$ cat src/rtl/pfd_consts.svh
// constants for the parcel format decoder: widths, field positions, opcodes, register map
`ifndef PFD_CONSTS_SVH
`define PFD_CONSTS_SVH

`define PFD_WORD_W        60
`define PFD_PARCEL_W      15
`define PFD_NPARCEL       4
`define PFD_ADDR_W        18
`define PFD_RSEL_W        3
`define PFD_NREG          8
`define PFD_PTR_LAST      2'h3
`define PFD_PTR_FIRST     2'h0

// fields of a two-parcel (30-bit) instruction image
`define PFD_OPC_HI        29
`define PFD_OPC_LO        24
`define PFD_SI_HI         23
`define PFD_SI_LO         21
`define PFD_SJ_HI         20
`define PFD_SJ_LO         18
`define PFD_SK_HI         17
`define PFD_SK_LO         15
`define PFD_KOP_HI        17
`define PFD_KOP_LO        0

// fields of the full-word compare/move format
`define PFD_CM_OPC_HI     59
`define PFD_CM_OPC_LO     51
`define PFD_CM_HI9_HI     50
`define PFD_CM_HI9_LO     42
`define PFD_CM_HI3_HI     50
`define PFD_CM_HI3_LO     48
`define PFD_CM_LOW_HI     47
`define PFD_CM_LOW_LO     44
`define PFD_CM_ILOW_HI    41
`define PFD_CM_ILOW_LO    38
`define PFD_CM_SOFF_HI    43
`define PFD_CM_SOFF_LO    40
`define PFD_CM_ROFF_HI    39
`define PFD_CM_ROFF_LO    36
`define PFD_CM_SADR_HI    35
`define PFD_CM_SADR_LO    18
`define PFD_CM_RADR_HI    17
`define PFD_CM_RADR_LO    0

// opcodes
`define PFD_OPC_GRP46     6'h26
`define PFD_OPC_IND_MOVE  9'h134
`define PFD_OPC_PASS2_LO  6'h30
`define PFD_OPC_PASS2_HI  6'h32
`define PFD_LONG_OPC_MASK 64'h0707_0700_0000_00FE

// wishbone register map
`define PFD_REG_CTRL      8'h00
`define PFD_REG_STATUS    8'h04
`define PFD_REG_ISSUED    8'h08
`define PFD_CTRL_RESET    2'h0
`define PFD_CTRL_REDUCED  0
`define PFD_CTRL_HALT     1

`endif

$ cat src/rtl/pfd_pkg.sv
// types shared by the parcel format decoder and its bench
package pfd_pkg;

	typedef enum logic [2:0] {
		PFD_LEN_ONE  = 3'b001,
		PFD_LEN_TWO  = 3'b010,
		PFD_LEN_FULL = 3'b100
	} pfd_len_e;

	typedef enum logic [2:0] {
		PFD_RF_A = 3'b001,
		PFD_RF_B = 3'b010,
		PFD_RF_X = 3'b100
	} pfd_rf_e;

	typedef enum logic [1:0] {
		PFD_ST_EMPTY = 2'b01,
		PFD_ST_WORD  = 2'b10
	} pfd_state_e;

	typedef struct packed {
		logic        indirect;
		logic [8:0]  char_count_high;
		logic [3:0]  char_count_low;
		logic [12:0] char_count;
		logic [3:0]  source_char_offset;
		logic [3:0]  result_char_offset;
		logic [17:0] source_field_addr;
		logic [17:0] result_field_addr;
	} pfd_cm_s;

	typedef struct packed {
		pfd_len_e    len;
		logic [1:0]  parcel_idx;
		logic [5:0]  primary_opcode;
		logic [8:0]  primary_opcode_alt;
		logic [2:0]  sel_i;
		logic [2:0]  sel_j;
		logic [2:0]  sel_k;
		logic [5:0]  shift_mask_count;
		logic [17:0] k_operand;
		logic        is_pass;
		logic        reg_write_en;
		logic        illegal;
		pfd_cm_s     cm;
	} pfd_dec_s;

	typedef struct packed {
		logic        en;
		pfd_rf_e     file;
		logic [2:0]  sel;
		logic [59:0] data;
	} pfd_wr_s;

	typedef struct packed {
		logic [59:0] x_j;
		logic [59:0] x_k;
		logic [17:0] a_j;
		logic [17:0] b_j;
		logic [17:0] b_k;
	} pfd_opnd_s;

endpackage : pfd_pkg

$ cat src/rtl/pfd_decoder.sv
// parcel splitter, format decoder and operand register files of the central processor
// Contract
// - every program word is four 15-bit parcels, decoded parcel by parcel
// - parcel zero is the top 15 bits, later parcels toward the low end
// - full variant accepts one-, two- and four-parcel instructions by format
// - reduced variant has only one- and two-parcel forms, no full-word form
// - reduced variant: two-parcel start in parcel 3 gets an all-zero second parcel
// - branch targets start a fresh word; rest of the word after a branch is dropped
// - 460xx-463xx are one-parcel passes; in the reduced variant all 46xxx are
// - 60xxx-62xxx with first selector zero act as two-parcel passes, no write
// - three 3-bit selectors each pick one of eight registers
// - second and third selectors together read as a 6-bit shift or mask count
// - two-parcel forms deliver an 18-bit constant or address operand
// - eight 18-bit address registers, chosen by the selectors
// - eight 18-bit index registers; index zero reads zero, ignores writes
// - eight 60-bit operand registers, chosen by the selectors
// - compare/move carries source and result character offsets in first word
// - compare/move carries two 18-bit addresses of the leftmost characters
// - character count joins 4 low bits with 9 (indirect) or 3 (direct) high bits
// - unused instruction bits are ignored and never change behaviour
`timescale 1ns/1ps

`include "pfd_consts.svh"

module pfd_decoder #(
	parameter logic [63:0] LONG_OPC_MASK = `PFD_LONG_OPC_MASK,
	parameter int          PARCEL_W      = `PFD_PARCEL_W,
	parameter int          NREG          = `PFD_NREG
) (
	input  wire logic                  clk,
	input  wire logic                  arst_n,
	input  wire logic                  wb_cyc_i,
	input  wire logic                  wb_stb_i,
	input  wire logic                  wb_we_i,
	input  wire logic [7:0]            wb_adr_i,
	input  wire logic [31:0]           wb_dat_i,
	input  wire logic [3:0]            wb_sel_i,
	output logic      [31:0]           wb_dat_o,
	output logic                       wb_ack_o,
	input  wire logic                  word_valid,
	input  wire logic [59:0]           word_data,
	output logic                       word_ready,
	input  wire logic                  branch_taken,
	output logic                       dec_valid,
	input  wire logic                  dec_ready,
	output pfd_pkg::pfd_dec_s          dec,
	output pfd_pkg::pfd_opnd_s         opnd,
	input  wire pfd_pkg::pfd_wr_s      rf_wr
);
	import pfd_pkg::*;

	if (PARCEL_W != `PFD_PARCEL_W || NREG != `PFD_NREG) begin : g_chk
		$error("pfd_decoder: parcel width must be 15 and register count 8");
	end

	// group 46 carries the pass and full-word forms and may never be two-parcel
	if (LONG_OPC_MASK[`PFD_OPC_GRP46]) begin : g_chk_mask
		$error("pfd_decoder: opcode group 46 cannot be a two-parcel format");
	end

	////////////////////////////////////////////////////////////////////////////
	// state

	pfd_state_e             state_r;
	pfd_state_e             state_nxt;
	logic [59:0]            word_r;
	logic [1:0]             ptr_r;
	logic [1:0]             ptr_nxt;
	logic [1:0]             ctrl_r;
	logic [31:0]            issued_r;
	logic                   ack_r;
	logic [31:0]            rdata_r;
	logic                   dec_valid_r;
	pfd_dec_s               dec_r;
	pfd_opnd_s              opnd_r;

	logic [17:0]            a_rf [`PFD_NREG];
	logic [17:0]            b_rf [`PFD_NREG];
	logic [59:0]            x_rf [`PFD_NREG];

	////////////////////////////////////////////////////////////////////////////
	// parcel split

	logic [14:0]            parcel [`PFD_NPARCEL];

	for (genvar p = 0; p < `PFD_NPARCEL; p++) begin : g_parcel
		assign parcel[p] = word_r[`PFD_WORD_W-1-p*`PFD_PARCEL_W -: `PFD_PARCEL_W];
	end

	wire         reduced    = ctrl_r[`PFD_CTRL_REDUCED];
	wire         halt       = ctrl_r[`PFD_CTRL_HALT];
	wire         at_last    = (ptr_r == `PFD_PTR_LAST);
	wire [1:0]   ptr_inc    = ptr_r + 2'h1;
	wire [14:0]  p_first    = parcel[ptr_r];
	// a second parcel never comes from the next word
	wire [14:0]  p_second   = at_last ? 15'h0000 : parcel[ptr_inc];
	wire [29:0]  ins        = {p_first, p_second};

	////////////////////////////////////////////////////////////////////////////
	// format decode

	wire [5:0]   opc6       = ins[`PFD_OPC_HI:`PFD_OPC_LO];
	wire [2:0]   s_i        = ins[`PFD_SI_HI:`PFD_SI_LO];
	wire [2:0]   s_j        = ins[`PFD_SJ_HI:`PFD_SJ_LO];
	wire [2:0]   s_k        = ins[`PFD_SK_HI:`PFD_SK_LO];
	wire [8:0]   opc9       = {opc6, s_i};
	wire         grp46      = (opc6 == `PFD_OPC_GRP46);
	wire         fullword   = !reduced && grp46 && s_i[2];
	wire         pass1      = grp46 && (reduced || !s_i[2]);
	wire         long_fmt   = LONG_OPC_MASK[opc6] && !grp46;
	wire         pass2_opc  = (opc6 >= `PFD_OPC_PASS2_LO) && (opc6 <= `PFD_OPC_PASS2_HI);
	wire         pass2      = long_fmt && pass2_opc && (s_i == 3'h0);
	// an illegal form ends the word so the fetch side can move on
	wire         bad_full   = fullword && (ptr_r != `PFD_PTR_FIRST);
	wire         bad_span   = long_fmt && at_last && !reduced;
	wire         illegal    = bad_full || bad_span;
	wire [2:0]   ptr_sum    = {1'b0, ptr_r} + (long_fmt ? 3'h2 : 3'h1);
	wire         ends_word  = fullword || illegal || ptr_sum[2];
	wire [17:0]  k_operand  = long_fmt ? ins[`PFD_KOP_HI:`PFD_KOP_LO] : 18'h00000;

	pfd_len_e    len;
	assign len = fullword ? PFD_LEN_FULL : (long_fmt ? PFD_LEN_TWO : PFD_LEN_ONE);

	// compare/move descriptors; fields that a form leaves unused read as zero
	wire         cm_ind     = (word_r[`PFD_CM_OPC_HI:`PFD_CM_OPC_LO] == `PFD_OPC_IND_MOVE);
	wire [8:0]   cm_hi9     = word_r[`PFD_CM_HI9_HI:`PFD_CM_HI9_LO];
	wire [2:0]   cm_hi3     = word_r[`PFD_CM_HI3_HI:`PFD_CM_HI3_LO];
	wire [3:0]   cm_low     = word_r[`PFD_CM_LOW_HI:`PFD_CM_LOW_LO];
	wire [8:0]   cm_high    = cm_ind ? cm_hi9 : {6'h00, cm_hi3};
	wire [3:0]   cm_lowf    = cm_ind ? word_r[`PFD_CM_ILOW_HI:`PFD_CM_ILOW_LO] : cm_low;

	pfd_cm_s     cm;
	assign cm.indirect           = cm_ind;
	assign cm.char_count_high    = cm_high;
	assign cm.char_count_low     = cm_lowf;
	assign cm.char_count         = {cm_high, cm_lowf};
	assign cm.source_char_offset = cm_ind ? 4'h0 : word_r[`PFD_CM_SOFF_HI:`PFD_CM_SOFF_LO];
	assign cm.result_char_offset = cm_ind ? 4'h0 : word_r[`PFD_CM_ROFF_HI:`PFD_CM_ROFF_LO];
	assign cm.source_field_addr  = word_r[`PFD_CM_SADR_HI:`PFD_CM_SADR_LO];
	assign cm.result_field_addr  = word_r[`PFD_CM_RADR_HI:`PFD_CM_RADR_LO];

	pfd_dec_s    dec_nxt;
	assign dec_nxt.len                = len;
	assign dec_nxt.parcel_idx         = ptr_r;
	assign dec_nxt.primary_opcode     = opc6;
	assign dec_nxt.primary_opcode_alt = opc9;
	// selector fields are passed only by formats that use them
	assign dec_nxt.sel_i              = fullword ? 3'h0 : s_i;
	assign dec_nxt.sel_j              = fullword ? 3'h0 : s_j;
	assign dec_nxt.sel_k              = (fullword || long_fmt) ? 3'h0 : s_k;
	assign dec_nxt.shift_mask_count   = (fullword || long_fmt) ? 6'h00 : {s_j, s_k};
	assign dec_nxt.k_operand          = k_operand;
	assign dec_nxt.is_pass            = pass1 || pass2;
	assign dec_nxt.reg_write_en       = !(pass1 || pass2 || illegal || fullword);
	assign dec_nxt.illegal            = illegal;
	assign dec_nxt.cm                 = fullword ? cm : '0;

	////////////////////////////////////////////////////////////////////////////
	// issue control

	wire         have_word  = (state_r == PFD_ST_WORD);
	wire         out_free   = !dec_valid_r || dec_ready;
	wire         issue      = have_word && out_free && !halt && !branch_taken;
	wire         load_word  = word_valid && word_ready;

	assign word_ready = (state_r == PFD_ST_EMPTY) && !branch_taken;

	always_comb begin
		state_nxt = state_r;
		ptr_nxt   = ptr_r;
		case (state_r)
			PFD_ST_EMPTY: begin
				if (load_word) begin
					state_nxt = PFD_ST_WORD;
					ptr_nxt   = `PFD_PTR_FIRST;
				end
			end
			PFD_ST_WORD: begin
				if (branch_taken) begin
					state_nxt = PFD_ST_EMPTY;
					ptr_nxt   = `PFD_PTR_FIRST;
				end else if (issue && ends_word) begin
					state_nxt = PFD_ST_EMPTY;
					ptr_nxt   = `PFD_PTR_FIRST;
				end else if (issue) begin
					ptr_nxt   = ptr_sum[1:0];
				end
			end
			default: begin
				state_nxt = PFD_ST_EMPTY;
				ptr_nxt   = `PFD_PTR_FIRST;
			end
		endcase
	end

	always_ff @(posedge clk or negedge arst_n) begin
		if (!arst_n) begin
			state_r <= PFD_ST_EMPTY;
			ptr_r   <= `PFD_PTR_FIRST;
		end else begin
			state_r <= state_nxt;
			ptr_r   <= ptr_nxt;
		end
	end

	always_ff @(posedge clk or negedge arst_n) begin
		if (!arst_n) begin
			word_r <= '0;
		end else if (load_word) begin
			word_r <= word_data;
		end
	end

	// a taken branch also voids the decoded instruction still waiting
	always_ff @(posedge clk or negedge arst_n) begin
		if (!arst_n) begin
			dec_valid_r <= 1'b0;
		end else if (branch_taken) begin
			dec_valid_r <= 1'b0;
		end else if (issue) begin
			dec_valid_r <= 1'b1;
		end else if (dec_ready) begin
			dec_valid_r <= 1'b0;
		end
	end

	always_ff @(posedge clk or negedge arst_n) begin
		if (!arst_n) begin
			dec_r <= '0;
		end else if (issue) begin
			dec_r <= dec_nxt;
		end
	end

	// operands are read as the files stand before a write in the same cycle
	always_ff @(posedge clk or negedge arst_n) begin
		if (!arst_n) begin
			opnd_r <= '0;
		end else if (issue) begin
			opnd_r.x_j <= x_rf[dec_nxt.sel_j];
			opnd_r.x_k <= x_rf[dec_nxt.sel_k];
			opnd_r.a_j <= a_rf[dec_nxt.sel_j];
			opnd_r.b_j <= b_rf[dec_nxt.sel_j];
			opnd_r.b_k <= b_rf[dec_nxt.sel_k];
		end
	end

	assign dec_valid = dec_valid_r;
	assign dec       = dec_r;
	assign opnd      = opnd_r;

	////////////////////////////////////////////////////////////////////////////
	// operand register files

	for (genvar r = 0; r < `PFD_NREG; r++) begin : g_rf
		wire hit  = rf_wr.en && (rf_wr.sel == 3'(r));
		wire wr_a = hit && (rf_wr.file == PFD_RF_A);
		wire wr_x = hit && (rf_wr.file == PFD_RF_X);
		always_ff @(posedge clk or negedge arst_n) begin
			if (!arst_n) begin
				a_rf[r] <= '0;
			end else if (wr_a) begin
				a_rf[r] <= rf_wr.data[`PFD_ADDR_W-1:0];
			end
		end
		always_ff @(posedge clk or negedge arst_n) begin
			if (!arst_n) begin
				x_rf[r] <= '0;
			end else if (wr_x) begin
				x_rf[r] <= rf_wr.data;
			end
		end
		if (r == 0) begin : g_zero
			assign b_rf[r] = 18'h00000;
		end else begin : g_breg
			wire wr_b = hit && (rf_wr.file == PFD_RF_B);
			always_ff @(posedge clk or negedge arst_n) begin
				if (!arst_n) begin
					b_rf[r] <= '0;
				end else if (wr_b) begin
					b_rf[r] <= rf_wr.data[`PFD_ADDR_W-1:0];
				end
			end
		end
	end

	////////////////////////////////////////////////////////////////////////////
	// wishbone slave

	// a strobe still held after ack starts a new transfer one cycle later
	wire         wb_req     = wb_cyc_i && wb_stb_i && !ack_r;
	wire         wb_wr      = wb_req && wb_we_i;
	wire         hit_ctrl   = (wb_adr_i == `PFD_REG_CTRL);
	wire         hit_status = (wb_adr_i == `PFD_REG_STATUS);
	wire         hit_issued = (wb_adr_i == `PFD_REG_ISSUED);
	wire         wr_ctrl    = wb_wr && hit_ctrl && wb_sel_i[0];
	wire         wr_issued  = wb_wr && hit_issued && wb_sel_i[0];
	wire [31:0]  status_val = {27'h0000000, dec_valid_r, have_word, halt, ptr_r};
	wire [31:0]  rd_mux     = hit_ctrl   ? {30'h00000000, ctrl_r} :
	                          hit_status ? status_val :
	                          hit_issued ? issued_r : 32'h00000000;

	always_ff @(posedge clk or negedge arst_n) begin
		if (!arst_n) begin
			ack_r <= 1'b0;
		end else begin
			ack_r <= wb_req;
		end
	end

	// read data stands only while ack is high
	always_ff @(posedge clk or negedge arst_n) begin
		if (!arst_n) begin
			rdata_r <= '0;
		end else begin
			rdata_r <= wb_req ? rd_mux : 32'h00000000;
		end
	end

	always_ff @(posedge clk or negedge arst_n) begin
		if (!arst_n) begin
			ctrl_r <= `PFD_CTRL_RESET;
		end else if (wr_ctrl) begin
			ctrl_r <= wb_dat_i[1:0];
		end
	end

	// a clear that meets an issue keeps that issue in the count
	always_ff @(posedge clk or negedge arst_n) begin
		if (!arst_n) begin
			issued_r <= '0;
		end else if (wr_issued) begin
			issued_r <= issue ? 32'h00000001 : 32'h00000000;
		end else if (issue) begin
			issued_r <= issued_r + 32'h00000001;
		end
	end

	assign wb_ack_o = ack_r;
	assign wb_dat_o = rdata_r;

endmodule : pfd_decoder

$ cat config.mk
export PLATFORM = sky130hd
export DESIGN_NAME = pfd_decoder
export DESIGN_NICKNAME = d
export VERILOG_FILES = /design/src/rtl/pfd_pkg.sv /design/src/rtl/pfd_decoder.sv
export VERILOG_INCLUDE_DIRS = /design/src /design/src/rtl
export SDC_FILE = /design/constraint.sdc
export NUM_CORES = 2
export LEC_CHECK = 0
export BUFFER_PORTS_ARGS = -buffer_cell sky130_fd_sc_hd__buf_2
export CAP_MARGIN = 20
export CORE_MARGIN = 1
export CORE_UTILIZATION = 60
export DETAILED_ROUTE_END_ITERATION = 12
export GPL_ROUTABILITY_DRIVEN = 1
export PLACE_DENSITY = 0.79
export SYNTH_ARGS = -nofsm -noshare
export SYNTH_HDL_FRONTEND = slang
export SYNTH_SLANG_ARGS = --single-unit
$ cat constraint.sdc
create_clock -name clk -period 4 [get_ports clk]
set_input_delay 0.8 -clock clk [delete_from_list [all_inputs] [get_ports clk]]
set_output_delay 0.8 -clock clk [all_outputs]
set_load 0.01 [all_outputs]
After elaboration in Yosys (flattened, before gate mapping)
Memories as Yosys holds them, arrays and structs flattened. Index checks and enable logic that the tools add are counted.

Bits in registers: 1183. Output and inout bits: 336. Word-level logic and storage cells: 224. Memories kept: 1. Memory bits (read-only): 64. Bits of input ports: 179.

Equal/unequal tests: 20. Reductions and logical operators: 79. Muxes and demuxes: 54. $add $sub $neg: 3. Order comparisons: 7. Bitwise gates (word level): 4.

Memories: (no name shown) (depth 64, width 1, read ports 1, clocked after memory_dff 0, write ports 0, RTL line pfd_decoder.sv:110) `wire long_fmt = LONG_OPC_MASK[opc6] && !grp46;`.

Operator list (count): 60-bit binary-select mux with 3-bit select (2); 60-bit 2-to-1 mux (4); 32-bit 2-to-1 mux (6); 18-bit binary-select mux with 3-bit select (3); 18-bit 2-to-1 mux (7); 15-bit 2-to-1 mux (5); 71-bit 2-to-1 mux (1); 15-bit binary-select mux with 2-bit select (2); 1-bit logical AND (54); 32-bit by 1-bit adder with 32-bit output (second input constant) (1); 2-bit 2-to-1 mux (8); 3-bit equality test (second input constant) (5); 3-bit 2-to-1 mux (4); 4-bit 2-to-1 mux (3); 3-bit by 2-bit equality test with 1-bit output (second input constant) (3); 9-bit equality test (second input constant) (1); 1-bit logical OR (9); 9-bit 2-to-1 mux (1); 8-bit by 3-bit equality test with 1-bit output (second input constant) (1); 8-bit by 4-bit equality test with 1-bit output (second input constant) (1); 4-bit greater-or-equal comparator (second input constant) (2); 1-bit zero test (8); 8-bit zero test (1); 3-bit NOT with 4-bit output (2); 21 further kinds (33).

Depth between registers and ports, before layout
Depth in word-level cells: 16. Mapped depth: 13. Depth with buffers taken out: 10.

Worst setup path after synthesis
No wires, ideal clock.

Path type: reg-to-reg. Start point: register ptr_r[0]. End point: register dec_r, in the netlist dec[87]. Buffers on the path: 6. Clock period less this slack: 3626 ps. Cell stages (with the launch flop): 11. Setup time: 121 ps. Required time: 3879 ps. Path slack: 374 ps. Data arrival time: 3505 ps. Path through: dfrtp_1 buf_6 buf_2 buf_1 clkbuf_1 inv_1 ha_1 buf_1 clkbuf_1 mux4_2 a22o_1.

Cells in the longest elaborated chain, start to end: 8. Elaborated cells between the ends (all ways): 17. Classes of those cells: add/sub (1); eq/ne (2); mux (9); bitwise (2); reduce/logical (2); memory (1).

Ends and longest elaborated chain: start, declared (RTL line pfd_decoder.sv:67) `logic [1:0] ptr_r;`; start signal, assigned (RTL line pfd_decoder.sv:199) `` ptr_r <= `PFD_PTR_FIRST; ``; start signal, assigned (RTL line pfd_decoder.sv:202) `ptr_r <= ptr_nxt;`; 2-bit NOT with 3-bit output (implied by the code) (RTL line pfd_decoder.sv:94) `wire [14:0] p_first = parcel[ptr_r];`; 15-bit binary-select mux with 2-bit select (RTL line pfd_decoder.sv:94); 15-bit 2-to-1 mux (implied by the code) (2 in a row) (RTL line pfd_decoder.sv:94); memory read 64 x 1 bit or 6-bit equality test (tied branches); 1-bit 2-to-1 mux (implied by the code) or 1-bit zero test (tied branches) (RTL line pfd_decoder.sv:110); 1-bit logical AND (RTL line pfd_decoder.sv:110); 18-bit 2-to-1 mux * (RTL line pfd_decoder.sv:119) `` wire [17:0] k_operand = long_fmt ? ins[`PFD_KOP_HI:`PFD_KOP_LO] : 18'h00000; ``; end signal, assigned (RTL line pfd_decoder.sv:231) `dec_r <= dec_nxt;`; end, declared (RTL line pfd_decoder.sv:74) `pfd_dec_s dec_r;`.

Mark *: on every way between the ends. The rest lies on a longest branch, timed or not. The select of a mux whose other input is x is not followed. A chain may end at the register's enable or synchronous reset.

Worst setup path in the final report
Start point: register ptr_r[0]. End point: register opnd_r, in the netlist opnd[51].

Cells in the longest elaborated chain, start to end: 12.

Ends and longest elaborated chain: 2-bit NOT with 3-bit output (implied by the code) * (RTL line pfd_decoder.sv:94); 15-bit binary-select mux with 2-bit select * (RTL line pfd_decoder.sv:94); 15-bit 2-to-1 mux (implied by the code) * (2 in a row) (RTL line pfd_decoder.sv:94); 6-bit equality test (no source line); 1-bit logical AND (2 in a row) (RTL line pfd_decoder.sv:108) `wire fullword = !reduced && grp46 && s_i[2];`; 3-bit 2-to-1 mux * (RTL line pfd_decoder.sv:149) `assign dec_nxt.sel_j = fullword ? 3'h0 : s_j;`; 3-bit NOT with 4-bit output (implied by the code) * (RTL line pfd_decoder.sv:242) `opnd_r.a_j <= a_rf[dec_nxt.sel_j];`; 18-bit binary-select mux with 3-bit select * (RTL line pfd_decoder.sv:242); 18-bit 2-to-1 mux (implied by the code) * (2 in a row) (RTL line pfd_decoder.sv:242); end, declared (RTL line pfd_decoder.sv:75) `pfd_opnd_s opnd_r;`.

Marks and branches as above.

==> qor.yml <==
floorplan:
  start_util: 0.605
  core_um2: 90000
  fp.dieArea_um2: 92000
  io_pins: 515
  rows: 110
  die_y_um: 303
  die_x_um: 303
placed_design:
  placed_cells: 5772
  gp_congestion: 0.896
  io_buffer_count: 481
  dp_hpwl_um: 96600
  dpl_worst_slack_ps: -31.8
yosys:
  synth_most_common_cell: "dfrtp_1"
  synth_flop_cell: "dfrtp_1"
  avgSynthCellArea_um2: 12.5
  synth_area_leaders: "dfrtp_1, mux2_2, mux2i_1, o22ai_1, nand2_1"
  synth-seq-cells: 1161
  synth.largest_area_cell: "dfrtp_1"
  synth_edf_count: 0
  yosys-top-cells-count: "dfrtp_1, mux2_2, mux2i_1"
  synth_top_cell_area_share: 0.533
  yosys_warnings: 0
  ys_types: 62
  synth_cells: 4340
  async_reset_ff_frac: 1.00
  synthesis.nets: 4524
  seq_area_frac_synth: 0.534
  synth_area_um2: 54500
setup_path:
  worst-endpoint-arrival_ps: 4340
  rr_worst_depth: 9
  worst_path_most_repeated_cell: "mux2i_1"
  crit_type: "register to register"
  endpoint_kind: "register"
  reg2reg_to: "opnd[51]"
  crit_start: "ptr_r[0]"
  cp_slowest_stage_delay_ps: 610
  crit_chain: "mux4_2, or2_0, or3_4, buf_4, and2_4, buf_12, mux2i_1, mux2i_1, a221o_1"
  critPathBufInv: 2
  critPathTopFamily: "simple AND/OR/NAND/NOR gates"
  start_kind: "register"
  slowest_stage: "mux4_2"
  crit_fanout: 79
  rrSetupSlack_ps: 240
  worst_ep_required_time_ps: 4580
  r2r-start: "ptr_r[0]"
timing:
  setup_tns_ps: 0
  worst_hold_slack_ps: 139
  finClkSkew_ps: 31.4
  tightest_slew_ps: 1150
  hold_viol_final: 0
  slew_headroom: 0.235
  rsz0062_at_grt: "false"
  timing.final.crit_share: 0.939
  period_needed_ps: 3760
  max_freq_ghz: 0.266
  setup-violations-final: 0
  setup_ws_ps: 242
  slew_viol_final: 0
clock_tree:
  cts_buffers: 118
  post_cts_buffers: 0
  insertion_delay_ps: 710
  clockBufferDepth: 3
  cts_tree: "done"
  path_clk_slew_ps: 60
  cts-root-buf: "clkbuf_16"
  h-tree-depth: 3
  cts_sinks: 1161
pwr:
  ir_drop_mv: 0.814
  p_seq_frac: 0.366
  p_switching_mw: 15.5
  powerDensity_nw_per_um2: 678
  power_frac_clock: 0.265
  p_comb_frac: 0.369
  swShare: 0.364
  intPower_mw: 27.1
  p_leak_nw: 31.2
global_routing:
  met3_usage: 0.0727
  grt_busiest_layer: "met2"
  globalRouteOverflowTotal: 0
  antenna_found_initial: 27
  grt_max_degree: 91
  grt_pass1_vias: 39600
  grt_use_met1: 0.457
  use_met2: 0.539
  grt_usage: 0.344
  grt_pass1_wl_um: 240000
route:
  drt_wl_total_um: 159000
  vias: 39300
  vias_per_cell: 6.53
  antenna_left: 0
  drt_pass1_iterations: 6
  drt-initial-drc-count: 3625
  avgRoutedWirePerCell_um: 26.5
  drc: 0
final_layout:
  final_cells: 6012
  area_delta_synth_final_pct: 15.2
  final_util: 0.697
  layout-drive-gt1-share: 0.355
  layout.nets: 4900
outcome:
  outcome: "complete, no violations"
hold_path:
  min_path_type: "input port to async pin"
job:
  cap_violations: 0
cell families (layout without fill, tap and decap cells):
kind of cell | after synthesis | in the layout | synth area share
AO/OA/AOI/OAI | 698 | 698 | 0.0912
XOR/XNOR | 29 | 29 | 0.00466
adder cells (fa/ha/maj) | 5 | 5 | 0.00129
buffers and inverters | 377 | 854 | 0.0306
flip-flops | 1161 | 1161 | 0.534
multiplexers | 1412 | 1412 | 0.285
other | 0 | 19 | 0
AND/OR/NAND/NOR | 658 | 658 | 0.0541
metrics by stage:
| stage | instance area, µm² | power, mW |
|---|---|---|
| final | 62700 | 42.5 |
| after floorplan | 54500 | 25.6 |
| after global routing | 62700 | 44.2 |
| after detailed placement | 58700 | 31.0 |
| after CTS | 62700 | 42.4 |
| after global placement | 58700 | 30.6 |
power by group through the flow:
stage          clock [mW]  sequential [mW]  combinational (mW)
2_1_floorplan           0             15.3                10.3
5_1_grt              11.8             15.7                16.6
3_3_place_gp            0             15.5                15.1
6_report             11.3             15.5                15.7
4_1_cts              11.4             15.5                15.5
3_5_place_dp            0             15.6                15.4
cell usage in the layout, fill, tap and decap left out, types with 8 or more instances in the layout:
cell       instances
o21ai_0           66
nand2_1          344
xnor2_1           12
clkinv_2          27
buf_12            54
nor2_2             8
clkbuf_8          24
clkbuf_16        122
a21oi_1           77
o2bb2ai_1         18
a31o_1            30
a221o_1           96
o21ai_1           23
mux2i_1          570
nor3_1             8
a32o_1            13
xor2_1            17
inv_1              9
buf_2            480
nor2_1            62
buf_4             88
o221ai_1          31
o31ai_1           10
a31o_2             8
o22a_1             9
mux2_2           813
nand3_1          111
dfrtp_1         1159
o22ai_1          242
and3_1            12
a22o_1            43
mux4_2            28
clkbuf_1          33
a22oi_1           20
and2_1            29
diode_2           19
bufinv_16          9
nand4_1           10
routing by layer:
metal	vias up	share of wire
met1	20100	0.40
met4	14	0.049
met5	-	0.00043
met2	1796	0.47
met3	462	0.080
li1	16900	-
layout make-up:
| cell class | instances | area (µm²) |
|---|---|---|
| clock inverters | 42 | 467 |
| clock buffers | 179 | 3510 |
| repair buffers | 623 | 4160 |
| flip-flops and latches | 1161 | 29100 |
| fillers | 6295 | 27300 |
| well taps | 1176 | 1470 |
| inverters | 10 | 37.5 |
| diodes | 19 | 47.5 |
| multi-input cells | 2802 | 24000 |
registers in the layout (all words and copies together), names as in the netlist, 32 cells and up:
| register | cells |
|---|---|
| x_rf | 480 |
| wb_dat_o | 32 |
| parcel | 60 |
| b_rf | 126 |
| opnd | 174 |
| dec | 105 |
| issued_r | 32 |
| a_rf | 144 |
how the worst max path moves through the flow:
stage | slack, ps | depth (start not counted) | to
after floorplan | 370 | 10 | dec[87]
after global placement | 30 | 8 | opnd[51]
after detailed placement | -30 | 8 | opnd[51]
after CTS | 40 | 9 | opnd[124]
after global routing | 130 | 10 | opnd[51]
final | 240 | 9 | opnd[51]
timing repair:
| item | in CTS | in global routing |
|---|---|---|
| hold buffers | 0 | 0 |
| setup endpoints to repair | 4 | 71 |
| gates resized for setup | 1 | 2 |
Power figures use the tool's default switching activity.
